--- config.mk ---
export PLATFORM = sky130hd
export DESIGN_NAME = drpf_refresh_ctrl
export DESIGN_NICKNAME = d
export VERILOG_FILES = /design/src/drpf_pkg.sv /design/src/drpf_one_shot.sv /design/src/drpf_refresh_ctrl.sv
export VERILOG_INCLUDE_DIRS = /design/src /design/src/src
export SDC_FILE = /design/constraint.sdc
export NUM_CORES = 1
export LEC_CHECK = 0
export ABC_AREA = 1
export BUFFER_PORTS_ARGS = -buffer_cell sky130_fd_sc_hd__buf_2
export CORE_MARGIN = 3
export CORE_UTILIZATION = 43
export CTS_BUF_LIST = sky130_fd_sc_hd__clkbuf_8
export DETAILED_ROUTE_END_ITERATION = 7
export PLACE_DENSITY_LB_ADDON = 0.1
export SLEW_MARGIN = 20
export SYNTH_ARGS = -nofsm -noshare
export SYNTH_HDL_FRONTEND = slang
export SYNTH_SLANG_ARGS = --single-unit
--- constraint.sdc ---
create_clock -name clk -period 12.2 [get_ports clk]
set_clock_uncertainty 0.05 [all_clocks]
set_input_delay 3.05 -clock clk [delete_from_list [all_inputs] [get_ports clk]]
set_output_delay 3.05 -clock clk [all_outputs]
set_load 0.005 [all_outputs]
--- src/drpf_defs.svh ---
`ifndef DRPF_DEFS_SVH
`define DRPF_DEFS_SVH

// clock rate of the controller
`define DRPF_CLK_MHZ 125

// refresh geometry
`define DRPF_ROWS 32
`define DRPF_ROW_W 5
`define DRPF_UPPER_W 7

// times in nanoseconds, as printed or chosen
`define DRPF_PRETRIG_NS 3000
`define DRPF_STROBE_NS 500
`define DRPF_DIST_NS 62500
`define DRPF_BURST_NS 2000000
`define DRPF_RD_NS 300
`define DRPF_WR_NS 210
`define DRPF_PRE_NS 100

// least times round up, intervals round down
`define DRPF_PRETRIG_CYC ((`DRPF_PRETRIG_NS * `DRPF_CLK_MHZ + 999) / 1000)
`define DRPF_STROBE_CYC ((`DRPF_STROBE_NS * `DRPF_CLK_MHZ + 999) / 1000)
`define DRPF_RD_CYC ((`DRPF_RD_NS * `DRPF_CLK_MHZ + 999) / 1000)
`define DRPF_WR_CYC ((`DRPF_WR_NS * `DRPF_CLK_MHZ + 999) / 1000)
`define DRPF_PRE_CYC ((`DRPF_PRE_NS * `DRPF_CLK_MHZ + 999) / 1000)
`define DRPF_DIST_CYC ((`DRPF_DIST_NS * `DRPF_CLK_MHZ) / 1000)
`define DRPF_BURST_CYC ((`DRPF_BURST_NS * `DRPF_CLK_MHZ) / 1000)

// register byte offsets
`define DRPF_OFS_CTRL 8'h00
`define DRPF_OFS_STATUS 8'h04
`define DRPF_OFS_UPPER 8'h08
`define DRPF_OFS_COUNT 8'h0C

// control register fields
`define DRPF_CTRL_EN 0
`define DRPF_CTRL_BURST 1
`define DRPF_CTRL_ABORT 2
`define DRPF_CTRL_CLRABT 3

// status register fields
`define DRPF_ST_BAT 0
`define DRPF_ST_HOLD 1
`define DRPF_ST_BUSY 2
`define DRPF_ST_ABORTED 3
`define DRPF_ST_ROW_LSB 8
`define DRPF_ST_PEND_LSB 16

// reset values
`define DRPF_CTRL_RST 2'b01
`define DRPF_UPPER_RST 7'h00

`endif

--- src/drpf_pkg.sv ---
package drpf_pkg;

   // refresh cycle sequencer, gray coded along its path
   typedef enum logic [1:0] {
      RF_IDLE  = 2'b00,
      RF_READ  = 2'b01,
      RF_WRITE = 2'b11,
      RF_PRECH = 2'b10
   } drpf_rf_state_type;

endpackage : drpf_pkg

--- src/drpf_one_shot.sv ---
`timescale 1ns/1ps
// retriggerless monostable: a trigger starts a pulse of CYCLES clocks
module drpf_one_shot #(
   parameter int CYCLES = 8
) (
   // clock and reset
   input wire logic clk,
   input wire logic rst,
   // trigger and pulse
   input wire logic trigger,
   output logic active,
   output logic donePulse
);

   localparam int CW = $clog2(CYCLES + 1);

   typedef struct packed {
      logic run;
      logic [CW-1:0] cnt;
      logic done;
   } drpf_shot_type;

   drpf_shot_type s;
   drpf_shot_type next_s;

   // count down; a trigger during a pulse is ignored, like the cmos part
   always_comb begin
      next_s = s;
      next_s.done = 1'b0;
      if (s.run) begin
         if (s.cnt == CW'(1)) begin
            next_s.run = 1'b0;
            next_s.done = 1'b1;
         end
         next_s.cnt = s.cnt - CW'(1);
      end else if (trigger) begin
         next_s.run = 1'b1;
         next_s.cnt = CW'(CYCLES);
      end
   end

   always_ff @(posedge clk or posedge rst) begin
      if (rst) begin
         s <= '0;
      end else begin
         s <= next_s;
      end
   end

   assign active = s.run;
   assign donePulse = s.done;

endmodule : drpf_one_shot

--- src/drpf_refresh_ctrl.sv ---
// Function
// - every row refreshed within each 2 ms
// - upper address bits held steady during refresh, unless written as the sequencer leaves RF_IDLE
// - burst mode: 32 cycles every 2 ms
// - distributed mode: one cycle every 62.5 us
// - abortable read-modify-write refresh, chip select high
// - refresh works in operating and standby modes
// - supply loss synchronised before changing mode
// - refresh clock edge starts 3 us pretrigger
// - pretrigger end starts 500 ns standby strobe
// - pretrigger sets hold flag blocking mode change
// - strobe end clears hold flag
// - mode flag sampled by memory clock, jk
// - standby flag selects internal strobe, refresh only
// - one strobe source drives at a time
// - processor access strobes only the addressed bank
// - two banks, each with own strobe
// - standby removes power from unneeded logic
// - refresh is write with chip select high
`timescale 1ns/1ps
`include "drpf_defs.svh"
module drpf_refresh_ctrl
   import drpf_pkg::*;
#(
   parameter int DIST_CYCLES = `DRPF_DIST_CYC,
   parameter int BURST_CYCLES = `DRPF_BURST_CYC,
   parameter int PRETRIG_CYCLES = `DRPF_PRETRIG_CYC,
   parameter int STROBE_CYCLES = `DRPF_STROBE_CYC,
   parameter int ROWS = `DRPF_ROWS
) (
   // clock and reset
   input wire logic clk,
   input wire logic rst,
   // ahb-lite slave
   input wire logic hsel,
   input wire logic [7:0] haddr,
   input wire logic [1:0] htrans,
   input wire logic hwrite,
   input wire logic [2:0] hsize,
   input wire logic hready,
   input wire logic [31:0] hwdata,
   output logic [31:0] hrdata,
   output logic hreadyout,
   output logic hresp,
   // system timing and supply
   input wire logic memClk,
   input wire logic refreshClk,
   input wire logic supplyLoss,
   // processor access request
   input wire logic cpuReq,
   input wire logic cpuWrite,
   input wire logic [12:0] cpuAddr,
   output logic cpuGrant,
   // dram array pins
   output logic [11:0] memAddr,
   output logic [1:0] ceBank,
   output logic ceStbyOe,
   output logic ceClkOe,
   output logic readWrite,
   output logic chipSelN,
   // standby power switch
   output logic auxPowerEn
);

   localparam int TW = 32;
   localparam int RW = `DRPF_ROW_W;
   localparam int UW = `DRPF_UPPER_W;

   typedef struct packed {
      logic [1:0] lossSync;
      logic memClkPrev;
      logic refClkPrev;
      logic modeHold;
      logic batFlag;
      drpf_rf_state_type rfState;
      logic [7:0] phaseCnt;
      logic [TW-1:0] tickCnt;
      logic [5:0] pendCnt;
      logic [RW-1:0] rowCnt;
      logic enable;
      logic burstMode;
      logic abortReq;
      logic abortSticky;
      logic [UW-1:0] upperBits;
      logic [15:0] doneCnt;
      logic wrPend;
      logic [7:0] wrAddr;
      logic [31:0] rdData;
      logic [11:0] addrOut;
      logic [1:0] ceOut;
      logic stbyOe;
      logic clkOe;
      logic rwOut;
      logic csN;
      logic [12:0] cpuAddrLat;
      logic cpuWr;
      logic cpuBusy;
   } drpf_state_type;

   drpf_state_type s;
   drpf_state_type next_s;

   logic refRise;
   logic memRise;
   logic preActive;
   logic preDone;
   logic strobeActive;
   logic strobeDone;
   logic busAccess;
   logic wordOk;
   logic periodHit;

   // bank decode, used by the processor strobes only
   function automatic logic [1:0] bankSel(input logic bankBit);
      bankSel = bankBit ? 2'b10 : 2'b01;
   endfunction : bankSel

   // edges of the sampled clocks
   assign refRise = refreshClk & ~s.refClkPrev;
   assign memRise = memClk & ~s.memClkPrev;

   // pretrigger and standby strobe monostables
   drpf_one_shot #(.CYCLES(PRETRIG_CYCLES)) uPretrig (
      .clk(clk),
      .rst(rst),
      .trigger(refRise),
      .active(preActive),
      .donePulse(preDone)
   );

   drpf_one_shot #(.CYCLES(STROBE_CYCLES)) uStrobe (
      .clk(clk),
      .rst(rst),
      .trigger(preDone),
      .active(strobeActive),
      .donePulse(strobeDone)
   );

   // ahb address phase qualification; only whole words are honoured
   assign busAccess = hsel & hready & htrans[1];
   assign wordOk = (hsize == 3'b010) & (haddr[1:0] == 2'b00);
   assign periodHit = s.tickCnt >= TW'(s.burstMode ? BURST_CYCLES : DIST_CYCLES) - TW'(1);

   // processor gets the array only when no refresh runs or waits
   assign cpuGrant = cpuReq & ~s.batFlag & (s.rfState == RF_IDLE) & (s.pendCnt == 6'd0);

   // next-state logic for the whole controller
   always_comb begin
      next_s = s;
      next_s.lossSync = {s.lossSync[0], supplyLoss};
      next_s.memClkPrev = memClk;
      next_s.refClkPrev = refreshClk;

      // hold flag: set by the pretrigger, cleared when the strobe ends
      if (strobeDone) begin
         next_s.modeHold = 1'b0;
      end
      if (refRise) begin
         next_s.modeHold = 1'b1;
      end

      // jk mode flip-flop on the memory clock; frozen while a refresh or access is near,
      // starting or active, so a switch can never cut a cycle that begins at this edge
      if (memRise && !s.modeHold && !preActive && !strobeActive
          && s.rfState == RF_IDLE && s.pendCnt == 6'd0 && !s.cpuBusy && !cpuGrant) begin
         next_s.batFlag = s.lossSync[1];
      end

      // refresh interval timer, operating mode only
      if (s.enable && !s.batFlag) begin
         if (periodHit) begin
            next_s.tickCnt = '0;
            if (s.burstMode) begin
               next_s.pendCnt = 6'(ROWS);
            end else if (s.pendCnt != 6'h3F) begin
               next_s.pendCnt = s.pendCnt + 6'd1;
            end
         end else begin
            next_s.tickCnt = s.tickCnt + TW'(1);
         end
      end else begin
         next_s.tickCnt = '0;
      end

      // default pin values: array idle, upper bits parked
      next_s.addrOut = {s.upperBits, s.rowCnt};
      next_s.ceOut = 2'b00;
      next_s.rwOut = 1'b1;
      next_s.csN = 1'b1;
      next_s.stbyOe = s.batFlag;
      next_s.clkOe = ~s.batFlag;

      // refresh sequencer for operating mode
      case (s.rfState)
         RF_IDLE: begin
            next_s.phaseCnt = '0;
            if (!s.batFlag && s.pendCnt != 6'd0 && !s.cpuBusy) begin
               next_s.rfState = RF_READ;
               next_s.ceOut = 2'b11;
            end
         end
         RF_READ: begin
            // read half: chip select high so the array may be left without harm
            next_s.ceOut = 2'b11;
            next_s.phaseCnt = s.phaseCnt + 8'd1;
            if (s.abortReq) begin
               next_s.ceOut = 2'b00;
               next_s.abortReq = 1'b0;
               next_s.abortSticky = 1'b1;
               next_s.phaseCnt = '0;
               next_s.rfState = RF_PRECH;
            end else if (s.phaseCnt >= 8'(`DRPF_RD_CYC - 1)) begin
               next_s.phaseCnt = '0;
               next_s.rwOut = 1'b0;
               next_s.rfState = RF_WRITE;
            end
         end
         RF_WRITE: begin
            // write-back of the inverted row; past this point no abort
            next_s.ceOut = 2'b11;
            next_s.rwOut = 1'b0;
            next_s.phaseCnt = s.phaseCnt + 8'd1;
            if (s.phaseCnt >= 8'(`DRPF_WR_CYC - 1)) begin
               next_s.ceOut = 2'b00;
               next_s.rwOut = 1'b1;
               next_s.phaseCnt = '0;
               next_s.rowCnt = s.rowCnt + RW'(1);
               next_s.pendCnt = s.pendCnt - 6'd1;
               next_s.doneCnt = s.doneCnt + 16'd1;
               next_s.rfState = RF_PRECH;
            end
         end
         RF_PRECH: begin
            // chip enable low long enough to precharge before the next cycle
            next_s.phaseCnt = s.phaseCnt + 8'd1;
            if (s.phaseCnt >= 8'(`DRPF_PRE_CYC - 1)) begin
               next_s.phaseCnt = '0;
               next_s.rfState = RF_IDLE;
            end
         end
         default: begin
            next_s.rfState = RF_IDLE;
         end
      endcase

      // an abort asked for outside the read half has nothing to cut
      if (s.rfState != RF_READ) begin
         next_s.abortReq = 1'b0;
      end

      // processor access: memory clock gated onto the addressed bank only
      if (cpuGrant) begin
         next_s.cpuBusy = 1'b1;
         next_s.cpuAddrLat = cpuAddr;
         next_s.cpuWr = cpuWrite;
      end else if (!cpuReq) begin
         next_s.cpuBusy = 1'b0;
      end
      if (s.cpuBusy && !s.batFlag) begin
         next_s.addrOut = s.cpuAddrLat[11:0];
         next_s.ceOut = memClk ? bankSel(s.cpuAddrLat[12]) : 2'b00;
         next_s.rwOut = ~s.cpuWr;
         next_s.csN = 1'b0;
      end

      // standby: refresh only, strobe from the monostable on both banks
      if (s.batFlag) begin
         next_s.ceOut = {2{strobeActive}};
         next_s.rwOut = 1'b0;
         next_s.csN = 1'b1;
         next_s.abortReq = 1'b0;
         if (strobeDone) begin
            next_s.rowCnt = s.rowCnt + RW'(1);
            next_s.doneCnt = s.doneCnt + 16'd1;
         end
      end

      // ahb data phase of a write; software abort is only taken here
      next_s.wrPend = busAccess & hwrite & wordOk;
      next_s.wrAddr = haddr;
      if (s.wrPend) begin
         if (s.wrAddr == `DRPF_OFS_CTRL) begin
            next_s.enable = hwdata[`DRPF_CTRL_EN];
            next_s.burstMode = hwdata[`DRPF_CTRL_BURST];
            if (hwdata[`DRPF_CTRL_ABORT] && s.rfState == RF_READ) begin
               next_s.abortReq = 1'b1;
            end
            if (hwdata[`DRPF_CTRL_CLRABT] && !(s.rfState == RF_READ && s.abortReq)) begin
               next_s.abortSticky = 1'b0;
            end
         end else if (s.wrAddr == `DRPF_OFS_UPPER) begin
            // a new upper value is dropped while a refresh or standby strobe is in flight
            if (s.rfState == RF_IDLE && !strobeActive) begin
               next_s.upperBits = hwdata[UW-1:0];
            end
         end else if (s.wrAddr == `DRPF_OFS_COUNT) begin
            next_s.doneCnt = 16'd0;
         end
      end

      // ahb read data, registered at the address phase
      next_s.rdData = 32'h0000_0000;
      if (busAccess && !hwrite && wordOk) begin
         if (haddr == `DRPF_OFS_CTRL) begin
            next_s.rdData[`DRPF_CTRL_EN] = s.enable;
            next_s.rdData[`DRPF_CTRL_BURST] = s.burstMode;
         end else if (haddr == `DRPF_OFS_STATUS) begin
            next_s.rdData[`DRPF_ST_BAT] = s.batFlag;
            next_s.rdData[`DRPF_ST_HOLD] = s.modeHold;
            next_s.rdData[`DRPF_ST_BUSY] = (s.rfState != RF_IDLE) | strobeActive;
            next_s.rdData[`DRPF_ST_ABORTED] = s.abortSticky;
            next_s.rdData[`DRPF_ST_ROW_LSB +: RW] = s.rowCnt;
            next_s.rdData[`DRPF_ST_PEND_LSB +: 6] = s.pendCnt;
         end else if (haddr == `DRPF_OFS_UPPER) begin
            next_s.rdData[UW-1:0] = s.upperBits;
         end else if (haddr == `DRPF_OFS_COUNT) begin
            next_s.rdData[15:0] = s.doneCnt;
         end
      end
   end

   // single register for all state but the two monostables; reset leaves the array idle
   always_ff @(posedge clk or posedge rst) begin
      if (rst) begin
         s <= '0;
         s.rfState <= RF_IDLE;
         s.enable <= 1'b1;
         s.burstMode <= 1'b0;
         s.upperBits <= `DRPF_UPPER_RST;
         s.rwOut <= 1'b1;
         s.csN <= 1'b1;
         s.clkOe <= 1'b1;
      end else begin
         s <= next_s;
      end
   end

   // outputs; bus always answers at once and okay
   assign hrdata = s.rdData;
   assign hreadyout = 1'b1;
   assign hresp = 1'b0;
   assign memAddr = s.addrOut;
   assign ceBank = s.ceOut;
   assign ceStbyOe = s.stbyOe;
   assign ceClkOe = s.clkOe;
   assign readWrite = s.rwOut;
   assign chipSelN = s.csN;
   assign auxPowerEn = ~s.batFlag;

endmodule : drpf_refresh_ctrl

==> results.py, run 1 <==
metrics = {
    "status": {
        "status": "finished clean",
    },
    "clocking": {
        "clk_pin_slew_ns": 0.09,
        "cts_buffers": 17,
        "cts_tree": "yes",
        "cts_setup_buffers": 0,
        "h-tree-depth": 4,
        "postCtsHoldBufs": 0,
        "clockBufferDepth": 2,
        "cts.sinks": 169,
        "cts-resized-gates": 0,
        "cts_root_buf": "clkbuf_8",
        "clk_latency_ns": 0.45,
    },
    "placement": {
        "place.gp.congestion": 0.812,
        "hpwl_um": 11700,
        "io_buffers": 83,
    },
    "logic_synthesis": {
        "synthFlopType": "dfrtp_1",
        "synth.top_cell.area_share_pct": 51.4,
        "avgSynthCellArea_um2": 8.93,
        "synth-edff-count": 0,
        "synth_top_area_cell": "dfrtp_1",
        "syn_area_mm2": 0.00803,
        "seq_area_frac_synth_pct": 52.8,
        "synth_cell_type_count": 48,
        "syn-instance-count": 899,
        "synth_seq_cells": 169,
        "ys_async_sr_fraction_pct": 100,
        "yosys-top-cells-area": "dfrtp_1, nand2_1, inv_1",
        "synth_warnings": 0,
    },
    "detailed_routing": {
        "detail_route.wl_per_cell_um": 13.4,
        "drtIter0Drc": 298,
        "routed_wl_um": 16300,
        "vias_per_cell": 4.70,
        "num_vias": 5685,
        "drc": 0,
        "route.antenna.remaining_nets": 0,
        "drt-pass1-iter-count": 4,
    },
    "min_path": {
        "hold_class": "reg -> reg",
    },
    "power": {
        "p_per_area_mw_per_mm2": 114,
        "leakage_nw": 4.51,
        "seq_power_share_pct": 56.5,
        "comb_power_share_pct": 2.7,
        "power.share.clock_pct": 40.8,
        "vdd_ir_drop_max_mv": 0.0666,
        "p_total_mw": 1.00,
        "p_sw_share_pct": 22.1,
        "p_int_mw": 0.783,
        "power.switching_mw": 0.222,
    },
    "setup_path": {
        "endpoint_kind": "output port",
        "crit_chain": "buf_2, inv_1, nor3_1, nand2_1, inv_1, buf_2",
        "cp.required_ns": 9.10,
        "cp_slowest_cell": "inv_1",
        "cp-start-kind": "primary input",
        "cpPeakStageDelay_ns": 0.45,
        "arrival_ns": 4.43,
        "crit_type": "in -> out",
        "cp_max_fo": 16,
    },
    "floorplanning": {
        "coreArea_mm2": 0.0181,
        "die-area_mm2": 0.0203,
        "io_pins": 122,
        "die_h_um": 143,
        "fp.dieW_um": 143,
        "row_count": 49,
        "initial_core_util_pct": 44.2,
    },
    "global_routing": {
        "grt_pass1_vias": 5424,
        "grt.total_usage_pct": 17.0,
        "grt_overflow": 0,
        "grt_start_max_net_pins": 104,
        "grt_pass1_wl_um": 27300,
        "antenna_found_initial": 2,
    },
    "timing": {
        "max_freq_ghz": 0.133,
        "period_share_pct": 61.7,
        "timing.setup.tns_ns": 0,
        "hold_violations": 0,
        "min_period_ns": 7.53,
        "rsz0062_at_grt": "false",
        "drv_slew": 0,
        "worst_slew_pin_slew_ns": 0.927,
        "slew_headroom_pct": 38.2,
        "setup_viol_count_final": 0,
    },
    "cells_and_area": {
        "fillCellCount": 1768,
        "final_util_pct": 48.7,
        "diodes": 0,
        "area_delta_synth_final_pct": 10.1,
        "fin_nets": 1059,
        "final_layout_size_suffix_gt1_share_pct": 16.9,
    },
    "run": {
        "drv_cap": 0,
    },
}
-- placed cells by master, fill, tap and decap left out, types with 27 or more instances in the layout --
cell and instances:
nor2_1 95, o21ai_0 52, a21oi_1 28, buf_2 83, nand2_1 180, dfrtp_1 165
nand3_1 35, inv_1 110, nor3_1 27, conb_1 27
-- area by class of cell --
type	instances	area (µm²)	share of cell area, %
flip-flops and latches	169	4230	47.9
multi-input cells	576	3010	34.1
inverters	119	454	5.14
repair buffers	85	430	4.87
clock buffers	22	303	3.43
well taps	229	287	3.24
clock inverters	10	118	1.33
-- critical path: cells and delay by family --
| family | cells | cell delay [ns] |
|---|---|---|
| simple gates | 2 | 0.60 |
| buf+inv | 4 | 0.76 |
-- state kept, by name, indices dropped and copies added (netlist names), 2 cells and up --
signal,cells
s,108
uStrobe.s,6
uPretrig.s,9
ceBank,2
hrdata,22
memAddr,12
next_s,2
-- layer usage --
layer | track usage (%) | vias up | part of all wire (%)
li1 | - | 2936 | -
met1 | 23.6 | 2653 | 49
met2 | 26.2 | 79 | 46
met3 | 5.02 | 13 | 4.2
met4 | 4.40 | 4 | 1.1
met5 | 0 | - | 0.13
-- cell families after synthesis --
| kind of cell | Yosys count | share of synthesized area, % |
|---|---|---|
| buffers and inverters | 179 | 10.9 |
| XOR/XNOR | 17 | 1.86 |
| adder cells (fa/ha/maj) | 23 | 3.59 |
| other | 2 | 0.0936 |
| AND/OR/NAND/NOR | 400 | 23.2 |
| flip-flops | 169 | 52.8 |
| multiplexers | 3 | 0.421 |
| AO/OA/AOI/OAI | 106 | 7.19 |
-- Yosys cell counts, types with 11 or more instances --
library cell / n
buf_4: 50
nor2_1: 95
nor3_1: 27
xor2_1: 16
nand4_1: 11
nand2_1: 180
a21oi_1: 28
ha_1: 23
dfrtp_1: 165
o22ai_1: 11
inv_1: 110
nand3_1: 35
o21ai_0: 52
-- worst paths after layout --
path                            slack [ns]  cells after the start       end   startpoint
worst max-delay path                  4.67                      6  cpuGrant       cpuReq
min in group asynchronous             2.76                      2    s[135]          rst
worst min-delay path                  0.30                      0    s[159]  next_s[159]
worst max register to register        9.78                     13    s[111]        s[99]
worst min register to register        0.30                      0    s[159]  next_s[159]
max in group asynchronous             7.95                      3     s[10]          rst
-- power by group through the flow --
stage | Sequential (mW) | Combinational, mW | Clock [mW]
after floorplan | 0.578 | 0.0181 | 0
after global placement | 0.579 | 0.0276 | 0
after detailed placement | 0.579 | 0.0279 | 0
after CTS | 0.568 | 0.0279 | 0.429
after global routing | 0.569 | 0.0318 | 0.450
final | 0.568 | 0.0267 | 0.410
-- per-stage QoR --
step,hold WS (ns),worst slack (ns),cell area [µm²],cells
finish,0.305,4.67,8830,1210
detailed placement,0.285,4.64,8410,1178
global placement,0.285,4.68,8410,1178
floorplan,0.281,4.53,8120,924
CTS,0.307,4.64,8830,1210
global route,0.313,4.53,8830,1210
Power figures use the tool's default switching activity.
==> run 2, diff against run 1 <==
Clock period 12.2 ns to 7.13 ns, I/O delays scaled along.
==> run 2 against run 1 <==
Net effect:
- non-clock buffer count increased by 1
- sequential power increased by 71%
- total power up 71%
- sequential share of layout area about the same
- critical path depth stayed put
- clock power rose by 71%
- first-iteration DRC count is 20% lower
- global-route usage rose by 0.49 points
- hold slack is essentially flat
- die area unchanged
- wire length increased by 1.3%
- utilization about the same
- largest power group unchanged
==> results.py, run 2 (synthesis results as in run 1) <==
metrics = {
    "detailed_routing": {
        "drt-pass1-iter-count": 4,
        "vias_per_cell": 4.71,
        "drc": 0,
        "route.antenna.remaining_nets": 0,
        "detail_route.wl_per_cell_um": 13.6,
        "num_vias": 5699,
        "drtIter0Drc": 238,
        "routed_wl_um": 16500,
    },
    "timing": {
        "period_share_pct": 69.6,
        "drv_slew": 0,
        "max_freq_ghz": 0.202,
        "worst_slew_pin_slew_ns": 0.935,
        "rsz0062_at_grt": "false",
        "min_period_ns": 4.96,
        "hold_violations": 0,
        "slew_headroom_pct": 37.6,
        "timing.setup.tns_ns": 0,
        "setup_viol_count_final": 0,
    },
    "clocking": {
        "cts.sinks": 169,
        "cts-resized-gates": 0,
        "clk_pin_slew_ns": 0.09,
        "postCtsHoldBufs": 0,
        "clk_latency_ns": 0.46,
        "h-tree-depth": 4,
        "cts_root_buf": "clkbuf_8",
        "cts_tree": "yes",
        "cts_setup_buffers": 0,
        "cts_buffers": 17,
        "clockBufferDepth": 2,
    },
    "global_routing": {
        "antenna_found_initial": 1,
        "grt.total_usage_pct": 17.5,
        "grt_pass1_vias": 5615,
        "grt_start_max_net_pins": 76,
        "grt_overflow": 0,
        "grt_pass1_wl_um": 28100,
    },
    "floorplanning": {
        "row_count": 49,
        "coreArea_mm2": 0.0181,
        "die_h_um": 143,
        "die-area_mm2": 0.0203,
        "fp.dieW_um": 143,
        "io_pins": 122,
        "initial_core_util_pct": 44.2,
    },
    "cells_and_area": {
        "diodes": 0,
        "final_layout_size_suffix_gt1_share_pct": 17.0,
        "area_delta_synth_final_pct": 9.99,
        "regMostFlops": "s",
        "layout_common_cells": "nand2_1, dfrtp_1, inv_1",
        "largest_register_ffs": 108,
        "final_util_pct": 48.6,
        "final_common_cell": "nand2_1",
        "fin_nets": 1060,
    },
    "placement": {
        "io_buffers": 83,
        "hpwl_um": 11900,
        "place.gp.congestion": 0.835,
    },
    "setup_path": {
        "crit_type": "in -> out",
        "cp_slowest_cell": "inv_1",
        "cp-start-kind": "primary input",
        "crit_family": "buffers and inverters",
        "cpPeakStageDelay_ns": 0.44,
        "cp_max_fo": 16,
        "arrival_ns": 3.13,
        "crit_chain": "buf_2, inv_1, nor3_1, nand2_1, inv_1, buf_2",
        "endpoint_kind": "output port",
        "cp.required_ns": 5.30,
        "cp_num_buf_inv": 4,
    },
    "power": {
        "leakage_nw": 4.51,
        "p_per_area_mw_per_mm2": 195,
        "vdd_ir_drop_max_mv": 0.118,
    },
    "min_path": {
        "hold_class": "reg -> reg",
    },
    "status": {
        "status": "finished clean",
    },
    "run": {
        "drv_cap": 0,
    },
}
run 2: final timing paths:
path	slack, ns	end	startpoint	cells past startpoint
max in group asynchronous	4.41	hrdata[6]	rst	3
setup reg to reg	4.64	s[111]	s[99]	13
setup / recovery	2.17	cpuGrant	cpuReq	6
hold / removal	0.30	s[159]	next_s[159]	0
hold reg to reg	0.30	s[159]	next_s[159]	0
min in group asynchronous	1.31	s[132]	rst	2
run 2: cell type report:
| cell class | count | area [µm²] |
|---|---|---|
| clock inverter | 13 | 144 |
| clock buffer | 19 | 262 |
| multi-input combinational | 576 | 3010 |
| sequential | 169 | 4230 |
| tap | 229 | 287 |
| timing repair buffer | 86 | 438 |
| inverter | 119 | 454 |
| fill | 1762 | 9320 |
run 2: power breakdown:
| part | switching (mW) | internal (mW) | total [mW] | leakage (nW) |
|---|---|---|---|---|
| Clock | 0.366 | 0.334 | 0.700 | 0.206 |
| Sequential | 0.00385 | 0.968 | 0.972 | 2.17 |
| Combinational | 0.0327 | 0.0133 | 0.0461 | 2.13 |
run 2: routing by layer:
metal	up-vias	track usage [%]	part of all wire, %
li1	2936	-	-
met3	14	4.45	4.6
met4	2	5.40	0.87
met1	2651	24.2	48
met2	96	27.3	46
met5	-	0	0.042
run 2: through the flow:
step,setup slack [ns],instances,cell area [µm²],power (mW),hold slack (ns)
floorplan,0.729,924,8120,1.02,0.281
global placement,2.13,1179,8420,1.04,0.286
detailed placement,2.13,1179,8420,1.04,0.285
CTS,2.12,1211,8830,1.74,0.307
global route,2.02,1211,8830,1.80,0.312
finish,2.17,1211,8830,1.72,0.305
run 2: worst register-to-register path: cells and delay by family (launching register included):
kind | cells | cell delay (ns)
adders and majority gates | 1 | 0.42
buffers and inverters | 2 | 0.40
DFF | 1 | 0.57
and+or+nand+nor | 10 | 0.92
==> run 3, diff against run 2 <==
Clock period 7.13 ns to 5 ns, I/O delays scaled along.
==> run 3 against run 2 <==
Net effect:
- setup slack worse by 1.1 ns
- critical path depth stayed put
- via count is 1.4% lower
- first-iteration DRC count is 3.8% lower
- die area stayed put
- hold slack better by 0.0020 ns
- critical path type unchanged
==> results.py, run 3 (synthesis results as in run 1) <==
metrics = {
    "global_routing": {
        "grt_start_max_net_pins": 170,
        "grt_overflow": 0,
        "antenna_found_initial": 2,
        "grt.total_usage_pct": 16.9,
        "grt_pass1_wl_um": 27300,
        "grt_pass1_vias": 5535,
    },
    "clocking": {
        "postCtsHoldBufs": 0,
        "h-tree-depth": 4,
        "clk_pin_slew_ns": 0.09,
        "cts_tree": "yes",
        "cts-resized-gates": 0,
        "clk_latency_ns": 0.47,
        "clockBufferDepth": 2,
        "cts_buffers": 17,
        "cts_root_buf": "clkbuf_8",
        "cts.sinks": 169,
        "cts_setup_buffers": 0,
    },
    "cells_and_area": {
        "multi_input_area_mm2": 0.00301,
        "fillCellCount": 1791,
        "design_area_mm2": 0.00883,
        "fin_nets": 1059,
        "final_layout_size_suffix_gt1_share_pct": 17.0,
        "regMostFlops": "s",
        "area_delta_synth_final_pct": 10.0,
        "diodes": 0,
        "final_util_pct": 48.6,
        "final_common_cell": "nand2_1",
        "seqCellArea_mm2": 0.00423,
        "largest_register_ffs": 108,
        "layout_common_cells": "nand2_1, dfrtp_1, inv_1",
    },
    "timing": {
        "period_share_pct": 78.3,
        "slew_headroom_pct": 31.2,
        "min_period_ns": 3.92,
        "worst_slew_pin_slew_ns": 1.03,
        "timing.setup.tns_ns": 0,
        "hold_violations": 0,
        "rsz0062_at_grt": "false",
        "fin_ws_ns": 1.08,
        "setup_viol_count_final": 0,
        "max_freq_ghz": 0.255,
        "drv_slew": 0,
    },
    "setup_path": {
        "crit_type": "in -> out",
        "r2r_slack_ns": 2.64,
        "r2r-end": "s[111]",
        "cp.required_ns": 3.70,
        "endpoint_kind": "output port",
        "reg2regPathDepth": 13,
        "arrival_ns": 2.62,
        "crit_start": "cpuReq",
        "worstReg2RegStart": "s[99]",
        "cp-start-kind": "primary input",
        "cp_max_fo": 16,
        "endpoint": "cpuGrant",
    },
    "detailed_routing": {
        "vias_per_cell": 4.64,
        "routed_wl_um": 16200,
        "drtIter0Drc": 229,
        "num_vias": 5617,
        "detail_route.wl_per_cell_um": 13.4,
        "drt-pass1-iter-count": 5,
        "route.antenna.remaining_nets": 0,
        "drc": 0,
    },
    "power": {
        "power.share.clock_pct": 40.3,
        "comb_power_share_pct": 2.7,
        "p_int_mw": 1.83,
        "power.switching_mw": 0.604,
        "leakage_nw": 4.50,
        "seq_power_share_pct": 57.0,
        "vdd_ir_drop_max_mv": 0.151,
        "p_per_area_mw_per_mm2": 275,
        "p_sw_share_pct": 24.8,
    },
    "floorplanning": {
        "row_count": 49,
        "die-area_mm2": 0.0203,
        "io_pins": 122,
        "die_h_um": 143,
        "fp.dieW_um": 143,
        "coreArea_mm2": 0.0181,
        "initial_core_util_pct": 44.2,
    },
    "placement": {
        "io_buffers": 83,
        "hpwl_um": 11600,
        "dpl_worst_slack_ns": 1.06,
        "placed_cell_area_mm2": 0.00843,
        "place.gp.congestion": 0.817,
    },
    "min_path": {
        "hold_class": "reg -> reg",
    },
    "status": {
        "status": "finished clean",
    },
    "run": {
        "drv_cap": 0,
    },
}
## run 3: cell types whose count changed in the layout (fill, tap and decap cells not counted), sizes merged
cell    change
buf         -1
bufinv      -1
clkbuf      -1
clkinv      +1
inv         +1
## run 3: worst max-delay path, cell delays in order
cell	delay [ns]
buf_2	0.09
inv_1	0.04
nor3_1	0.22
nand2_1	0.38
inv_1	0.44
buf_2	0.19
## run 3: power by group through the flow
| stage | registers [mW] | clock network (mW) | logic [mW] |
|---|---|---|---|
| global placement | 1.41 | 0 | 0.0689 |
| CTS | 1.39 | 1.02 | 0.0690 |
| detailed placement | 1.41 | 0 | 0.0689 |
| finish | 1.39 | 0.980 | 0.0661 |
| floorplan | 1.41 | 0 | 0.0444 |
| global route | 1.39 | 1.07 | 0.0786 |
## run 3: how the worst min path moves through the flow
stage                startpoint     end  slack [ns]  depth (start not counted)
global route        next_s[159]  s[159]        0.31                          0
detailed placement  next_s[159]  s[159]        0.29                          0
global placement    next_s[159]  s[159]        0.28                          0
finish              next_s[159]  s[159]        0.31                          0
floorplan           next_s[159]  s[159]        0.28                          0
CTS                 next_s[159]  s[159]        0.31                          0
## run 3: area by class of cell
type / instances / share of cell area [%]
flip-flops and latches: 169 / 48.0
multi-input cells: 576 / 34.1
inverters: 119 / 5.13
repair buffers: 85 / 5.02
well taps: 229 / 3.25
clock buffers: 18 / 2.81
clock inverters: 14 / 1.76
## run 3: metal layers
layer | track usage (%) | vias to the layer above | share of wire (%)
li1 | - | 2941 | -
met1 | 22.9 | 2579 | 48
met2 | 26.4 | 78 | 46
met3 | 4.62 | 15 | 4.5
met4 | 5.65 | 4 | 1.1
met5 | 0 | - | 0.087
## run 3: stage by stage
step,hold WS (ns),instances,total power [mW]
5_1_grt,0.312,1210,2.54
4_1_cts,0.308,1210,2.47
6_report,0.307,1210,2.43
3_3_place_gp,0.284,1178,1.48
3_5_place_dp,0.286,1178,1.48
2_1_floorplan,0.281,924,1.46
